$ cat src/hdl/pfcd_pkg.sv
`default_nettype none
package pfcd_pkg;
  // Address width of the largest part in the family.
  localparam int ADDR_W = 19;
  // Data bus width.
  localparam int DATA_W = 8;
  // Guard addresses.
  localparam logic [14:0] ADDR_GUARD_A = 15'h5555;
  localparam logic [14:0] ADDR_GUARD_B = 15'h2aaa;
  // Command bytes.
  localparam logic [7:0] CMD_UNLOCK_A = 8'haa;
  localparam logic [7:0] CMD_UNLOCK_B = 8'h55;
  localparam logic [7:0] CMD_PROGRAM = 8'ha0;
  localparam logic [7:0] CMD_ERASE_SETUP = 8'h80;
  localparam logic [7:0] CMD_SECTOR_ERASE = 8'h30;
  localparam logic [7:0] CMD_CHIP_ERASE = 8'h10;
  localparam logic [7:0] CMD_ID_ENTRY = 8'h90;
  localparam logic [7:0] CMD_ID_EXIT = 8'hf0;
  // Lowest address bit of the sector field.
  localparam int SECTOR_LSB = 12;
  // Bus timing in nanoseconds and clock period.
  localparam int CLK_NS = 10;
  localparam int SETUP_NS = 30;
  localparam int STROBE_NS = 40;
  localparam int HOLD_NS = 30;
  localparam int READ_NS = 70;
  // Cycle counts, least times rounded up.
  localparam logic [3:0] SETUP_CYC = 4'((SETUP_NS + CLK_NS - 1) / CLK_NS);
  localparam logic [3:0] STROBE_CYC = 4'((STROBE_NS + CLK_NS - 1) / CLK_NS);
  localparam logic [3:0] HOLD_CYC = 4'((HOLD_NS + CLK_NS - 1) / CLK_NS);
  localparam logic [3:0] READ_CYC = 4'((READ_NS + CLK_NS - 1) / CLK_NS);
  // Operation codes on the user port.
  localparam logic [2:0] OP_READ = 3'h0;
  localparam logic [2:0] OP_PROGRAM = 3'h1;
  localparam logic [2:0] OP_SECTOR_ERASE = 3'h2;
  localparam logic [2:0] OP_CHIP_ERASE = 3'h3;
  localparam logic [2:0] OP_ID_ENTRY = 3'h4;
  localparam logic [2:0] OP_ID_EXIT = 3'h5;
  localparam logic [2:0] OP_ID_EXIT_LONG = 3'h6;
  localparam logic [2:0] OP_POLL = 3'h7;
  // Bus cycle phases, one-hot.
  typedef enum logic [4:0] {
    PFCD_IDLE = 5'h01,
    PFCD_SETUP = 5'h02,
    PFCD_STROBE = 5'h04,
    PFCD_HOLD = 5'h08,
    PFCD_DONE = 5'h10
  } pfcd_phase_type;
endpackage
`default_nettype wire

$ cat src/hdl/pfcd_bus_cycle.sv
`default_nettype none
// Runs one asynchronous bus cycle, a write or a read, on the flash pins.
module pfcd_bus_cycle (
  input wire logic ref_clk,
  input wire logic rst,
  input wire logic start,
  input wire logic is_write,
  input wire logic [pfcd_pkg::ADDR_W-1:0] addr,
  input wire logic [pfcd_pkg::DATA_W-1:0] wdata,
  input wire logic [pfcd_pkg::DATA_W-1:0] data_bus_in,
  output logic busy,
  output logic done,
  output logic [pfcd_pkg::DATA_W-1:0] rdata,
  output logic [pfcd_pkg::ADDR_W-1:0] flash_addr,
  output logic [pfcd_pkg::DATA_W-1:0] data_bus_out,
  output logic data_bus_oe_n,
  output logic chip_select_n,
  output logic output_gate_n,
  output logic write_strobe_n
);
  // Current phase and its cycle counter.
  pfcd_pkg::pfcd_phase_type phase;
  logic [3:0] count;
  // Whether this cycle writes.
  logic write_cyc;
  // Three-stage input sampling of the data pins.
  logic [pfcd_pkg::DATA_W-1:0] samp1;
  logic [pfcd_pkg::DATA_W-1:0] samp2;
  logic [pfcd_pkg::DATA_W-1:0] samp3;
  // Length of the phase in progress.
  wire logic [3:0] phase_len;
  // Phase ends when the counter reaches one less than its length.
  wire logic phase_end;
  assign phase_len = (phase == pfcd_pkg::PFCD_SETUP) ? pfcd_pkg::SETUP_CYC :
                     (phase == pfcd_pkg::PFCD_STROBE) ?
                     (write_cyc ? pfcd_pkg::STROBE_CYC : pfcd_pkg::READ_CYC) :
                     pfcd_pkg::HOLD_CYC;
  assign phase_end = (count + 4'h1) >= phase_len;
  assign busy = (phase != pfcd_pkg::PFCD_IDLE);

  // Sequences the phases of one bus cycle.
  always_ff @(posedge ref_clk or posedge rst) begin
    if (rst) begin
      phase <= pfcd_pkg::PFCD_IDLE;
      count <= 4'h0;
      write_cyc <= 1'b0;
    end else begin
      case (phase)
        // Waiting for a request.
        pfcd_pkg::PFCD_IDLE: begin
          count <= 4'h0;
          if (start) begin
            phase <= pfcd_pkg::PFCD_SETUP;
            write_cyc <= is_write;
          end
        end
        // Address and select settle before the strobe.
        pfcd_pkg::PFCD_SETUP: begin
          count <= phase_end ? 4'h0 : count + 4'h1;
          if (phase_end) begin
            phase <= pfcd_pkg::PFCD_STROBE;
          end
        end
        // Strobe or gate held low.
        pfcd_pkg::PFCD_STROBE: begin
          count <= phase_end ? 4'h0 : count + 4'h1;
          if (phase_end) begin
            phase <= pfcd_pkg::PFCD_HOLD;
          end
        end
        // Data held after the strobe rises.
        pfcd_pkg::PFCD_HOLD: begin
          count <= phase_end ? 4'h0 : count + 4'h1;
          if (phase_end) begin
            phase <= pfcd_pkg::PFCD_DONE;
          end
        end
        // One-cycle completion.
        pfcd_pkg::PFCD_DONE: begin
          phase <= pfcd_pkg::PFCD_IDLE;
        end
        default: begin
          phase <= pfcd_pkg::PFCD_IDLE;
        end
      endcase
    end
  end

  // Drives the pins from the phase; address is stable for the whole cycle.
  always_ff @(posedge ref_clk or posedge rst) begin
    if (rst) begin
      flash_addr <= '0;
      data_bus_out <= '0;
      data_bus_oe_n <= 1'b1;
      chip_select_n <= 1'b1;
      output_gate_n <= 1'b1;
      write_strobe_n <= 1'b1;
    end else begin
      if (phase == pfcd_pkg::PFCD_IDLE && start) begin
        flash_addr <= addr;
        data_bus_out <= wdata;
      end
      chip_select_n <= !(busy || start) || (phase == pfcd_pkg::PFCD_DONE);
      write_strobe_n <= !(write_cyc && phase == pfcd_pkg::PFCD_SETUP && phase_end) &&
                        !(write_cyc && phase == pfcd_pkg::PFCD_STROBE && !phase_end);
      output_gate_n <= !(!write_cyc && phase == pfcd_pkg::PFCD_SETUP && phase_end) &&
                       !(!write_cyc && phase == pfcd_pkg::PFCD_STROBE && !phase_end);
      data_bus_oe_n <= !((phase == pfcd_pkg::PFCD_IDLE && start && is_write) ||
                         (write_cyc && busy && phase != pfcd_pkg::PFCD_DONE &&
                          !(phase == pfcd_pkg::PFCD_HOLD && phase_end)));
    end
  end

  // Samples the data pins and captures read data at the end of the gate.
  always_ff @(posedge ref_clk or posedge rst) begin
    if (rst) begin
      samp1 <= '0;
      samp2 <= '0;
      samp3 <= '0;
      rdata <= '0;
    end else begin
      samp1 <= data_bus_in;
      samp2 <= samp1;
      samp3 <= samp2;
      if (!write_cyc && phase == pfcd_pkg::PFCD_HOLD && count == 4'h0) begin
        rdata <= samp3;
      end
    end
  end

  assign done = (phase == pfcd_pkg::PFCD_DONE);
endmodule
`default_nettype wire

$ cat src/hdl/pfcd_host.sv
`default_nettype none
// Host controller issuing guarded command sequences to a parallel flash.
module pfcd_host #(
  parameter int POLL_LIMIT = 65535
) (
  input wire logic ref_clk,
  input wire logic rst,
  input wire logic req_valid,
  input wire logic [2:0] req_op,
  input wire logic [pfcd_pkg::ADDR_W-1:0] req_addr,
  input wire logic [pfcd_pkg::DATA_W-1:0] req_data,
  output logic req_ready,
  output logic resp_valid,
  output logic [pfcd_pkg::DATA_W-1:0] resp_data,
  output logic resp_timeout,
  input wire logic [pfcd_pkg::DATA_W-1:0] data_bus_in,
  output logic [pfcd_pkg::DATA_W-1:0] data_bus_out,
  output logic data_bus_oe_n,
  output logic [pfcd_pkg::ADDR_W-1:0] flash_addr,
  output logic chip_select_n,
  output logic output_gate_n,
  output logic write_strobe_n
);
  // Operation in progress, its address and data.
  logic [2:0] op;
  logic [pfcd_pkg::ADDR_W-1:0] op_addr;
  logic [pfcd_pkg::DATA_W-1:0] op_data;
  // Index of the bus cycle within the sequence.
  logic [2:0] step;
  // Sequence active, bus cycle issued and waiting.
  logic active;
  logic issued;
  // Previous toggle-bit sample while polling.
  logic [pfcd_pkg::DATA_W-1:0] last_read;
  logic have_last;
  // Poll attempt counter.
  logic [15:0] polls;
  // Bus cycle engine signals.
  wire logic cyc_busy;
  wire logic cyc_done;
  wire logic [pfcd_pkg::DATA_W-1:0] cyc_rdata;
  // Number of writes in the sequence of the current operation.
  wire logic [2:0] nwrites;
  // Selected address and data of the current write step.
  wire logic [pfcd_pkg::ADDR_W-1:0] step_addr;
  wire logic [pfcd_pkg::DATA_W-1:0] step_data;
  // The current step is a read rather than a write.
  wire logic step_read;
  // Operation needs completion polling after its writes.
  wire logic needs_poll;
  // The guard prefix: unlock A then unlock B.
  wire logic [pfcd_pkg::ADDR_W-1:0] guard_a;
  wire logic [pfcd_pkg::ADDR_W-1:0] guard_b;
  // Bit 6 stopped toggling between two reads.
  wire logic settled;

  // Upper bits are driven low so they stand at valid levels.
  // upper bits
  assign guard_a = {{(pfcd_pkg::ADDR_W-15){1'b0}}, pfcd_pkg::ADDR_GUARD_A};
  assign guard_b = {{(pfcd_pkg::ADDR_W-15){1'b0}}, pfcd_pkg::ADDR_GUARD_B};

  assign nwrites = (op == pfcd_pkg::OP_PROGRAM) ? 3'h4 :
                   (op == pfcd_pkg::OP_SECTOR_ERASE || op == pfcd_pkg::OP_CHIP_ERASE) ? 3'h6 :
                   (op == pfcd_pkg::OP_ID_ENTRY || op == pfcd_pkg::OP_ID_EXIT_LONG) ? 3'h3 :
                   (op == pfcd_pkg::OP_ID_EXIT) ? 3'h1 : 3'h0;
  assign needs_poll = (op == pfcd_pkg::OP_PROGRAM) || (op == pfcd_pkg::OP_SECTOR_ERASE) ||
                      (op == pfcd_pkg::OP_CHIP_ERASE) || (op == pfcd_pkg::OP_POLL);
  assign step_read = (step >= nwrites);

  // Address of each write step.
  // Status reads are decoded first, so that a program poll reads its own byte.
  assign step_addr = (op == pfcd_pkg::OP_ID_EXIT || step_read) ? op_addr :
                     (step == 3'h1 || step == 3'h4) ? guard_b :
                     (step == 3'h5 && op == pfcd_pkg::OP_SECTOR_ERASE) ? op_addr :
                     (step == 3'h3 && op == pfcd_pkg::OP_PROGRAM) ? op_addr :
                     guard_a;
  // Data of each write step.
  assign step_data = (op == pfcd_pkg::OP_ID_EXIT) ? pfcd_pkg::CMD_ID_EXIT :
                     (step == 3'h0 || step == 3'h3 && nwrites == 3'h6) ? pfcd_pkg::CMD_UNLOCK_A :
                     (step == 3'h1 || step == 3'h4) ? pfcd_pkg::CMD_UNLOCK_B :
                     (step == 3'h3) ? op_data :
                     (step == 3'h5 && op == pfcd_pkg::OP_SECTOR_ERASE) ?
                     pfcd_pkg::CMD_SECTOR_ERASE :
                     (step == 3'h5) ? pfcd_pkg::CMD_CHIP_ERASE :
                     (op == pfcd_pkg::OP_PROGRAM) ? pfcd_pkg::CMD_PROGRAM :
                     (op == pfcd_pkg::OP_ID_ENTRY) ? pfcd_pkg::CMD_ID_ENTRY :
                     (op == pfcd_pkg::OP_ID_EXIT_LONG) ? pfcd_pkg::CMD_ID_EXIT :
                     pfcd_pkg::CMD_ERASE_SETUP;

  assign settled = have_last && (last_read[6] == cyc_rdata[6]);
  assign req_ready = !active;

  // Walks the command sequence and then polls until the device is ready or POLL_LIMIT polls have failed.
  always_ff @(posedge ref_clk or posedge rst) begin
    if (rst) begin
      active <= 1'b0;
      issued <= 1'b0;
      op <= pfcd_pkg::OP_READ;
      op_addr <= '0;
      op_data <= '0;
      step <= 3'h0;
      have_last <= 1'b0;
      last_read <= '0;
      polls <= 16'h0;
      resp_valid <= 1'b0;
      resp_data <= '0;
      resp_timeout <= 1'b0;
    end else begin
      resp_valid <= 1'b0;
      if (!active) begin
        // Accepts a new request; steps always start at step zero, the first guard write for guarded operations.
        // full preamble except for reads, polls and the single exit write
        if (req_valid) begin
          active <= 1'b1;
          op <= req_op;
          op_addr <= req_addr;
          op_data <= req_data;
          step <= 3'h0;
          have_last <= 1'b0;
          polls <= 16'h0;
          resp_timeout <= 1'b0;
        end
      end else if (!issued) begin
        issued <= 1'b1;
      end else if (cyc_done) begin
        issued <= 1'b0;
        if (!step_read) begin
          step <= step + 3'h1;
          // Write-only operations end after their last write.
          if (step + 3'h1 == nwrites && !needs_poll) begin
            active <= 1'b0;
            resp_valid <= 1'b1;
          end
        end else if (!needs_poll || settled || polls == 16'(POLL_LIMIT)) begin
          active <= 1'b0;
          resp_valid <= 1'b1;
          resp_data <= cyc_rdata;
          resp_timeout <= needs_poll && !settled;
        end else begin
          have_last <= 1'b1;
          last_read <= cyc_rdata;
          polls <= polls + 16'h1;
        end
      end
    end
  end

  // Bus cycle engine shared by all steps.
  pfcd_bus_cycle u_cycle (
    .ref_clk(ref_clk),
    .rst(rst),
    .start(active && !issued),
    .is_write(!step_read),
    .addr(step_addr),
    .wdata(step_data),
    .data_bus_in(data_bus_in),
    .busy(cyc_busy),
    .done(cyc_done),
    .rdata(cyc_rdata),
    .flash_addr(flash_addr),
    .data_bus_out(data_bus_out),
    .data_bus_oe_n(data_bus_oe_n),
    .chip_select_n(chip_select_n),
    .output_gate_n(output_gate_n),
    .write_strobe_n(write_strobe_n)
  );
endmodule
`default_nettype wire

$ cat config.mk
export PLATFORM = sky130hd
export DESIGN_NAME = pfcd_host
export DESIGN_NICKNAME = d
export VERILOG_FILES = /design/src/hdl/pfcd_pkg.sv /design/src/hdl/pfcd_bus_cycle.sv /design/src/hdl/pfcd_host.sv
export SDC_FILE = /design/constraint.sdc
export NUM_CORES = 1
export LEC_CHECK = 0
export BUFFER_PORTS_ARGS = -buffer_cell sky130_fd_sc_hd__buf_2
export CAP_MARGIN = 25
export CORE_MARGIN = 2
export CORE_UTILIZATION = 52
export DETAILED_ROUTE_END_ITERATION = 10
export HOLD_SLACK_MARGIN = 0.1
export PLACE_DENSITY = 0.76
export SLEW_MARGIN = 20
export SYNTH_ARGS = -nofsm -noshare
export SYNTH_HDL_FRONTEND = slang
export SYNTH_SLANG_ARGS = --single-unit
$ cat constraint.sdc
create_clock -name ref_clk -period 4.5 [get_ports ref_clk]
set_clock_uncertainty 0.05 [all_clocks]
set_input_delay 0.9 -clock ref_clk [delete_from_list [all_inputs] [get_ports ref_clk]]
set_output_delay 0.9 -clock ref_clk [all_outputs]
set_load 0.05 [all_outputs]
# == Word-level counts from Yosys, hierarchy flattened ==
# Index checks and enable logic that the tools add are counted.
# word_totals
register_bits,142
inputBits,41
out_inout_bits,42
word_cells,193
# classes
addsub,3
order_cmp,2
eq_ne,32
mux,64
bitwise_logic,2
n_reduce_logical,65
# op_table
cell,n
16-bit two-way mux,6
19-bit two-way mux,4
8-bit two-way mux,6
1-bit two-way mux,27
1-bit logical AND,25
"3-bit equality test, second input constant",7
3-bit two-way mux,7
7-bit two-way mux,3
5-bit two-way mux,4
5-bit case mux with 4 select lines,1
5-bit AND reduction,4
"16-bit by 1-bit adder with 16-bit output, second input constant",1
"16-bit equality test, second input constant",1
"2-bit by 1-bit != test with 1-bit output, second input constant",8
1-bit logical NOT,14
1-bit logical OR,13
4-bit two-way mux,3
"3-bit by 2-bit equality test with 1-bit output, second input constant",3
4-bit case mux with 2 select lines,1
4-bit AND reduction,2
"3-bit by 1-bit equality test with 1-bit output, second input constant",2
"5-bit by 1-bit equality test with 1-bit output, second input constant",1
"5-bit by 2-bit equality test with 1-bit output, second input constant",1
"5-bit by 3-bit equality test with 1-bit output, second input constant",1
18 further kinds,23

# == Logic depth before layout (Yosys ltp) ==
# Gate-level depths: netlist of run 1.
# depth
word_depth,12
depth_mapped,11

# == Cells and area by module ==
# From an unflattened synthesis of run 1, not the netlist that was laid out.
# unflattened
hier_cells,559
hier_area_um2,6227.2
# by_module_without_submodules
module,instances,cells_per_inst,area_per_inst_um2
pfcd_host,1,383,3450.8
pfcd_bus_cycle,1,176,2776.4

# == Worst setup path before layout of run 1 ==
# OpenSTA, ideal clock, no wires.
# synth_path
path_kind,reg2reg
startpoint,register u_cycle.phase[3]
endpoint,register u_cycle.phase[2]
setup_time_ns,0.066
arrival_time_ns,2.518
setup_slack_ns,1.866
stages_incl_launch_ff,11
synth_period_minus_slack_ns,2.634
cell_sequence,dfrtp_1 -> buf_2 -> or3_1 -> nor2_1 -> nand2_1 -> ha_1 -> nand2b_1 -> a21o_1 -> a211oi_1 -> mux2i_1 -> and2_1
# synth_via
elab_chain_len,6
# synth_rtl
item,line_no,source
from (decl),pfcd_bus_cycle.sv:22,pfcd_pkg::pfcd_phase_type phase;
from (signal assigned),pfcd_bus_cycle.sv:44,phase <= pfcd_pkg::PFCD_IDLE;
from (signal assigned),pfcd_bus_cycle.sv:53,phase <= pfcd_pkg::PFCD_SETUP;
from (signal assigned),pfcd_bus_cycle.sv:61,phase <= pfcd_pkg::PFCD_STROBE;
5-bit by 3-bit equality test with 1-bit output,"pfcd_bus_cycle.sv:35, pfcd_bus_cycle.sv:48",
4-bit two-way mux,pfcd_bus_cycle.sv:35,(phase == pfcd_pkg::PFCD_STROBE) ?
4-bit two-way mux,pfcd_bus_cycle.sv:34,assign phase_len = (phase == pfcd_pkg::PFCD_SETUP) ? pfcd_pkg::SETUP_CYC :
4-bit greater-or-equal comparator,pfcd_bus_cycle.sv:38,assign phase_end = (count + 4'h1) >= phase_len;
2-bit by 1-bit != test with 1-bit output (no line),n/a,
4-bit AND reduction (no line),n/a,
# Parallel ways exist; a longest one is shown, timed or not.
# A chain may end at the register's enable or synchronous reset.

# == Final worst setup path of run 1 ==
# layout_path
startpoint,register op[2]
endpoint,register last_read[6] in the netlist's numbering
# layout_via
elab_chain_len,9
# layout_rtl
item,line_no,source
from (decl),pfcd_host.sv:25,logic [2:0] op;
from (signal assigned),pfcd_host.sv:98,op <= pfcd_pkg::OP_READ;
from (signal assigned),pfcd_host.sv:115,op <= req_op;
branches (longest 8 deep; another with 3-bit greater-or-equal comparator),n/a,
5-bit AND reduction (no line) (*),n/a,
to (signal assigned),pfcd_host.sv:141,last_read <= cyc_rdata;
to (decl),pfcd_host.sv:34,logic [pfcd_pkg::DATA_W-1:0] last_read;
# Every way passes the cells marked *.

==> impl_metrics.yaml, run 1 <==
status:
  run_status: "complete, no violations"
global_route:
  grt_pass1_wl_um: 21400
  grt-ovfl-total: 0
  grt_pass1_vias: 4465
  gr-max-usage-layer: "met2"
  antenna_found_initial: 0
  gr-usage-all-layers_pct: 21.6
  grtUsageMet2_pct: 35.1
  grtUsageMet3_pct: 5.82
  largest_net_degree_at_the_start_of_global_routing: 116
  grt_util_met1_pct: 28.4
sta:
  period_minus_ws_final_ns: 3.23
  final_critical_path_setup_slack_ns: 1.27
  max_clock_freq_mhz: 309
  timing.final.max_slew_violations: 0
  min_period_over_period_pct: 71.9
  max-slew-margin-rel_pct: 38.5
  setup_viol: 0
  rsz_0062_raised_after_global_routing: "no"
  tns_ns: 0
  tightestPinTransition_ns: 0.908
  hold_viol_final: 0
logic_synthesis:
  synthesis.nets: 615
  synth_area_um2: 5900
  synthArstFlopShare_pct: 100
  synth.lib_cells_used.distinct: 66
  synth-warning-count: 0
  syn_avg_cell_area_um2: 10.5
  synth_seq_cells: 136
  synth_enable_flop_cells: 0
  synth_sequential_area_ratio_pct: 57.8
  postSynthCellCount: 561
  yosys_most_used_dff: "sky130_fd_sc_hd__dfrtp_1"
cells_and_area:
  n_diodes: 0
  mostFrequentLayoutCell: "sky130_fd_sc_hd__dfrtp_1"
  layout.filler_cells: 867
  final_cell_mix: "sky130_fd_sc_hd__dfrtp_1 (131), sky130_fd_sc_hd__nand2_1 (128), sky130_fd_sc_hd__buf_2 (82), sky130_fd_sc_hd__nor2_1 (39)"
  combined_area_of_the_multi_input_logic_cells_um2: 2340
  fin_nets: 697
  drive_above_1_share_pct: 23.6
  area_growth_syn_to_layout_pct: 18.2
  final-seq-area_um2: 3410
critical_path:
  series_of_cell_instances_along_the_critical_path: "inv_2, nor2_1, nor2_1, ha_1, nand2_1, o21ai_2, nand2_2, nor2_1, mux2_2"
  timing.critical_path.to_type: "flip-flop"
  worst-endpoint-required_ns: 4.74
  crit_path_frequent_cell: "sky130_fd_sc_hd__nor2_1"
  worstPathMaxFanout: 18
  timing.setup.critical_path_class: "reg -> reg"
  worst_path_largest_cell_delay_ns: 0.74
  worstSetupStartpointType: "flip-flop"
  timing.critical_path.slowest_stage_cell: "sky130_fd_sc_hd__nor2_1"
  worst_path_arrival_time_ns: 3.47
floorplanning:
  die_h_um: 111
  die_area_um2: 12200
  i_o_pins: 83
  chipWidth_um: 111
  row_count: 38
  initial_cell_density_of_the_core_pct: 53.9
  floorplan.core_area_um2: 10900
pwr:
  p_leak_uw: 0.00342
  cellPowerDensity_nw_per_um2: 428
  ir_drop_v: 0.000272
clock_tree:
  cts_tree: "yes"
  post_cts_resized: 0
  htree_num_levels: 4
  cts.root.buffer_cell: "sky130_fd_sc_hd__clkbuf_16"
  holdBufCountCts: 0
  cts_buffers: 17
  clk_path_buf_depth: 2
  cts.reportedPaths.clkPinSlew_ns: 0.06
  cts.repair_timing.setup_buffer_count: 0
  worst_skew_pair.late_latency_ns: 0.41
  cts.sinks: 136
drt:
  viasPerCell: 5.63
  drt_first_pass_iters: 5
  avgRoutedWirePerCell_um: 15.9
  route.detailed.drc: 0
  num_vias: 4481
  ant_nets: 0
  drt_iter0_markers: 334
  routed_wirelength_um: 12600
job:
  maxCapViolCount: 0
placement:
  place.detailed.hpwl_um: 8320
  io_buffers: 82
  routability_congestion_estimate: 0.850
  dpl_worst_slack_ns: 1.33
min_path:
  hold_path.class: "reg -> reg"
-- registers in the layout, summed over array words and instances, names as in the netlist, 3 cells and up --
signal / count
u_cycle.data_bus_out: 8
op: 3
step: 3
op_data: 8
resp_data: 8
op_addr: 19
u_cycle.samp1: 8
polls: 16
u_cycle.samp2: 8
u_cycle.count: 4
u_cycle.rdata: 8
u_cycle.phase: 5
u_cycle.flash_addr: 19
u_cycle.samp3: 8
-- worst paths after layout --
check	endpoint	start	slack [ns]	depth (start not counted)
hold / removal	u_cycle.samp2[0]	u_cycle.samp1[0]	0.30	0
setup / recovery	last_read[6]	op[2]	1.27	9
setup reg to reg	last_read[6]	op[2]	1.27	9
min in group asynchronous	u_cycle.samp1[3]	rst	0.48	2
max in group asynchronous	active	rst	2.96	3
hold reg to reg	u_cycle.samp2[0]	u_cycle.samp1[0]	0.30	0
-- power breakdown --
| part | internal [µW] | total [µW] | switching, µW |
|---|---|---|---|
| logic | 99.3 | 355 | 256 |
| clock network | 772 | 1270 | 500 |
| registers | 1300 | 1350 | 52.0 |
| total | 2170 | 2980 | 808 |
-- routing by layer --
layer	wire (µm)	share of wire (%)
met4	131	1.0
met5	0	0
met3	606	4.8
met2	6220	49
met1	5680	45
-- metrics by stage --
step | utilization, % | hold slack, ns | instance area (µm²) | power [µW] | std cells
final | 63.8 | 0.296 | 6970 | 2980 | 796
after global routing | 63.8 | 0.302 | 6970 | 3110 | 796
after CTS | 63.8 | 0.298 | 6970 | 3010 | 796
after detailed placement | 58.7 | 0.285 | 6420 | 1730 | 764
after global placement | 58.6 | 0.282 | 6410 | 1710 | 764
after floorplan | - | 0.281 | 5900 | 1630 | 561
-- cell usage after synthesis (all sizes together), types with 7 or more instances --
| cell | n | area, µm² |
|---|---|---|
| dfrtp | 131 | 3280 |
| nand2 | 129 | 487 |
| nor2 | 41 | 164 |
| o21ai | 24 | 124 |
| a21oi | 19 | 106 |
| mux2 | 18 | 203 |
| nand3 | 16 | 85.1 |
| ha | 13 | 163 |
| inv | 13 | 48.8 |
| buf | 12 | 73.8 |
| nor3 | 12 | 87.6 |
| nor4 | 11 | 68.8 |
| clkbuf | 10 | 37.5 |
| and2 | 9 | 56.3 |
| nand2b | 8 | 50.1 |
| nor2b | 8 | 50.1 |
| a221o | 7 | 70.1 |
| a22o | 7 | 61.3 |
-- worst max-delay path, delay by kind of cell (launching register included) --
family | cells | cell delay [ns]
DFF | 1 | 0.53
adders and majority gates | 1 | 0.27
and+or+nand+nor | 5 | 1.38
AOI/OAI and AO/OA | 1 | 0.36
muxes | 1 | 0.41
buffers and inverters | 1 | 0.13
-- cells by family (layout without fill, tap and decap cells) --
logic type / count (synthesis) / after routing / synth area share [%]
adder cells (fa/ha/maj): 14 / 14 / 2.93
buffers and inverters: 35 / 130 / 2.72
AO/OA/AOI/OAI: 90 / 90 / 10.6
AND/OR/NAND/NOR: 259 / 259 / 21.1
multiplexers: 23 / 23 / 4.29
XOR/XNOR: 4 / 4 / 0.594
flip-flops: 136 / 136 / 57.8
-- layout make-up --
type | count | area share (%)
Sequential cell | 136 | 48.9
Clock buffer | 21 | 6.46
Timing Repair Buffer | 85 | 6.39
Inverter | 13 | 0.754
Clock inverter | 11 | 1.44
Multi-Input combinational cell | 390 | 33.6
Tap cell | 140 | 2.51
Note: power is estimated with default switching activity, not from simulation.
==> inputs of run 2 (changes only) <==
CORE_UTILIZATION = 55   (was 52)
PLACE_DENSITY = 0.77   (was 0.76)
clock period = 3.3 ns   (was 4.5 ns; I/O delays follow)
==> run 2 against run 1 <==
Net effect: sequential power grew 36%; hold slack worse by 0.12 ns; routed wire length is 2.5% lower; critical endpoint is now u_cycle.phase[2]; largest cell class unchanged; highest routed layer unchanged.
==> impl_metrics.yaml, run 2 (synthesis results as in run 1) <==
clock_tree:
  post_cts_resized: 0
  cts_buffers: 17
  htree_num_levels: 4
  cts_tree: "yes"
  cts.root.buffer_cell: "sky130_fd_sc_hd__clkbuf_8"
  cts.reportedPaths.clkPinSlew_ns: 0.07
  holdBufCountCts: 0
  worst_skew_pair.late_latency_ns: 0.53
  clk_path_buf_depth: 2
  cts.repair_timing.setup_buffer_count: 0
  cts.sinks: 136
critical_path:
  worst-endpoint-required_ns: 3.72
  series_of_cell_instances_along_the_critical_path: "or3_1, nor2_1, nand2_1, ha_1, nand2b_1, a21o_1, a211oi_1, mux2i_1, and2_1"
  timing.critical_path.to_type: "flip-flop"
  crit_buf_inv: 0
  worstPathMaxFanout: 10
  worst_path_arrival_time_ns: 3.36
  critical-path-top-delay-family: "simple AND/OR/NAND/NOR gates"
  timing.setup.critical_path_class: "reg -> reg"
  worst_path_largest_cell_delay_ns: 0.56
  timing.critical_path.slowest_stage_cell: "sky130_fd_sc_hd__a211oi_1"
  worstSetupStartpointType: "flip-flop"
cells_and_area:
  mostFrequentLayoutCell: "sky130_fd_sc_hd__dfrtp_1"
  fin_nets: 701
  final_cell_mix: "sky130_fd_sc_hd__dfrtp_1 (131), sky130_fd_sc_hd__nand2_1 (128), sky130_fd_sc_hd__buf_2 (82), sky130_fd_sc_hd__nor2_1 (39)"
  n_diodes: 0
  post-route-util_pct: 67.7
  area_growth_syn_to_layout_pct: 19.0
  regs_by_ff_count: "op_addr: 19 flops, u_cycle.flash_addr: 19 flops, polls: 16 flops"
  drive_above_1_share_pct: 24.5
pwr:
  cellPowerDensity_nw_per_um2: 593
  p_leak_uw: 0.00346
  ir_drop_v: 0.000444
placement:
  routability_congestion_estimate: 0.920
  place.detailed.hpwl_um: 8190
  io_buffers: 82
status:
  run_status: "complete, no violations"
sta:
  timing.hold.ws_ns: 0.177
  setup_viol: 0
  max-slew-margin-rel_pct: 49.4
  max_clock_freq_mhz: 340
  tightestPinTransition_ns: 0.738
  tns_ns: 0
  hold_viol_final: 0
  min_period_over_period_pct: 89.2
  rsz_0062_raised_after_global_routing: "no"
  timing.final.max_slew_violations: 0
  period_minus_ws_final_ns: 2.94
min_path:
  hold_path.class: "in -> reg"
floorplanning:
  die_area_um2: 11600
  floorplan.core_area_um2: 10400
  chipWidth_um: 108
  i_o_pins: 83
  row_count: 37
  initial_cell_density_of_the_core_pct: 56.9
  die_h_um: 108
global_route:
  grt_pass1_wl_um: 20700
  largest_net_degree_at_the_start_of_global_routing: 137
  gr-usage-all-layers_pct: 23.2
  grt-ovfl-total: 0
  antenna_found_initial: 0
  grt_pass1_vias: 4281
drt:
  routed_wirelength_um: 12300
  drt_first_pass_iters: 5
  avgRoutedWirePerCell_um: 15.5
  drt_iter0_markers: 247
  viasPerCell: 5.59
  ant_nets: 0
  num_vias: 4451
  route.detailed.drc: 0
job:
  maxCapViolCount: 0
[run 2: changes by cell type in the layout (fill, tap and decap cells not counted), sizes merged]
| cell | delta |
|---|---|
| bufinv | -1 |
| inv | +10 |
| clkinvlp | -4 |
| buf | +3 |
| clkinv | -1 |
| clkbuf | -3 |
[run 2: routing by layer]
layer | wire length (µm) | up-vias | part of all wire [%] | GRT usage (%)
li1 | - | 2127 | - | -
met1 | 5510 | 2171 | 45 | 31.2
met2 | 5930 | 134 | 48 | 36.6
met3 | 685 | 19 | 5.6 | 5.81
met4 | 201 | 0 | 1.6 | 8.61
met5 | 0 | - | 0 | 0
[run 2: final cells by class]
class	count	area, µm²
clock buffer	17	414
multi-input combinational	390	2330
inverter	13	52.6
fill	771	3350
clock inverter	15	170
timing repair buffer	89	473
tap	136	170
sequential	136	3410
[run 2: worst register-to-register path, delay by kind of cell (launching register included)]
| family | cells | cell delay (ns) |
|---|---|---|
| flops | 1 | 0.47 |
| compound gates | 2 | 0.75 |
| mux | 1 | 0.33 |
| fa+ha+maj | 1 | 0.28 |
| simple gates | 5 | 1.00 |
[run 2: power breakdown]
part / switching, µW / total (µW) / internal, µW
combinational: 348 / 485 / 138
clock: 845 / 1830 / 986
sequential: 71.2 / 1840 / 1770
total: 1260 / 4160 / 2900
[run 2: path summary, 6_finish.rpt]
check / from / to / slack [ns] / cells after the start
setup / recovery: u_cycle.phase[3] / u_cycle.phase[2] / 0.36 / 9
hold / removal: data_bus_in[3] / u_cycle.samp1[3] / 0.18 / 1
setup reg to reg: u_cycle.phase[3] / u_cycle.phase[2] / 0.36 / 9
hold reg to reg: u_cycle.samp2[1] / u_cycle.samp3[1] / 0.30 / 0
max in group asynchronous: rst / step[1] / 2.38 / 3
min in group asynchronous: rst / polls[14] / 0.22 / 3
[run 2: metrics by stage]
| step | power [µW] | cell area (µm²) | setup slack (ns) | cells |
|---|---|---|---|---|
| after global routing | 4320 | 7020 | 0.145 | 796 |
| after floorplan | 2220 | 5900 | 0.666 | 561 |
| after detailed placement | 2350 | 6430 | 0.383 | 763 |
| after global placement | 2340 | 6430 | 0.508 | 763 |
| final | 4160 | 7020 | 0.356 | 796 |
| after CTS | 4190 | 7020 | 0.380 | 795 |
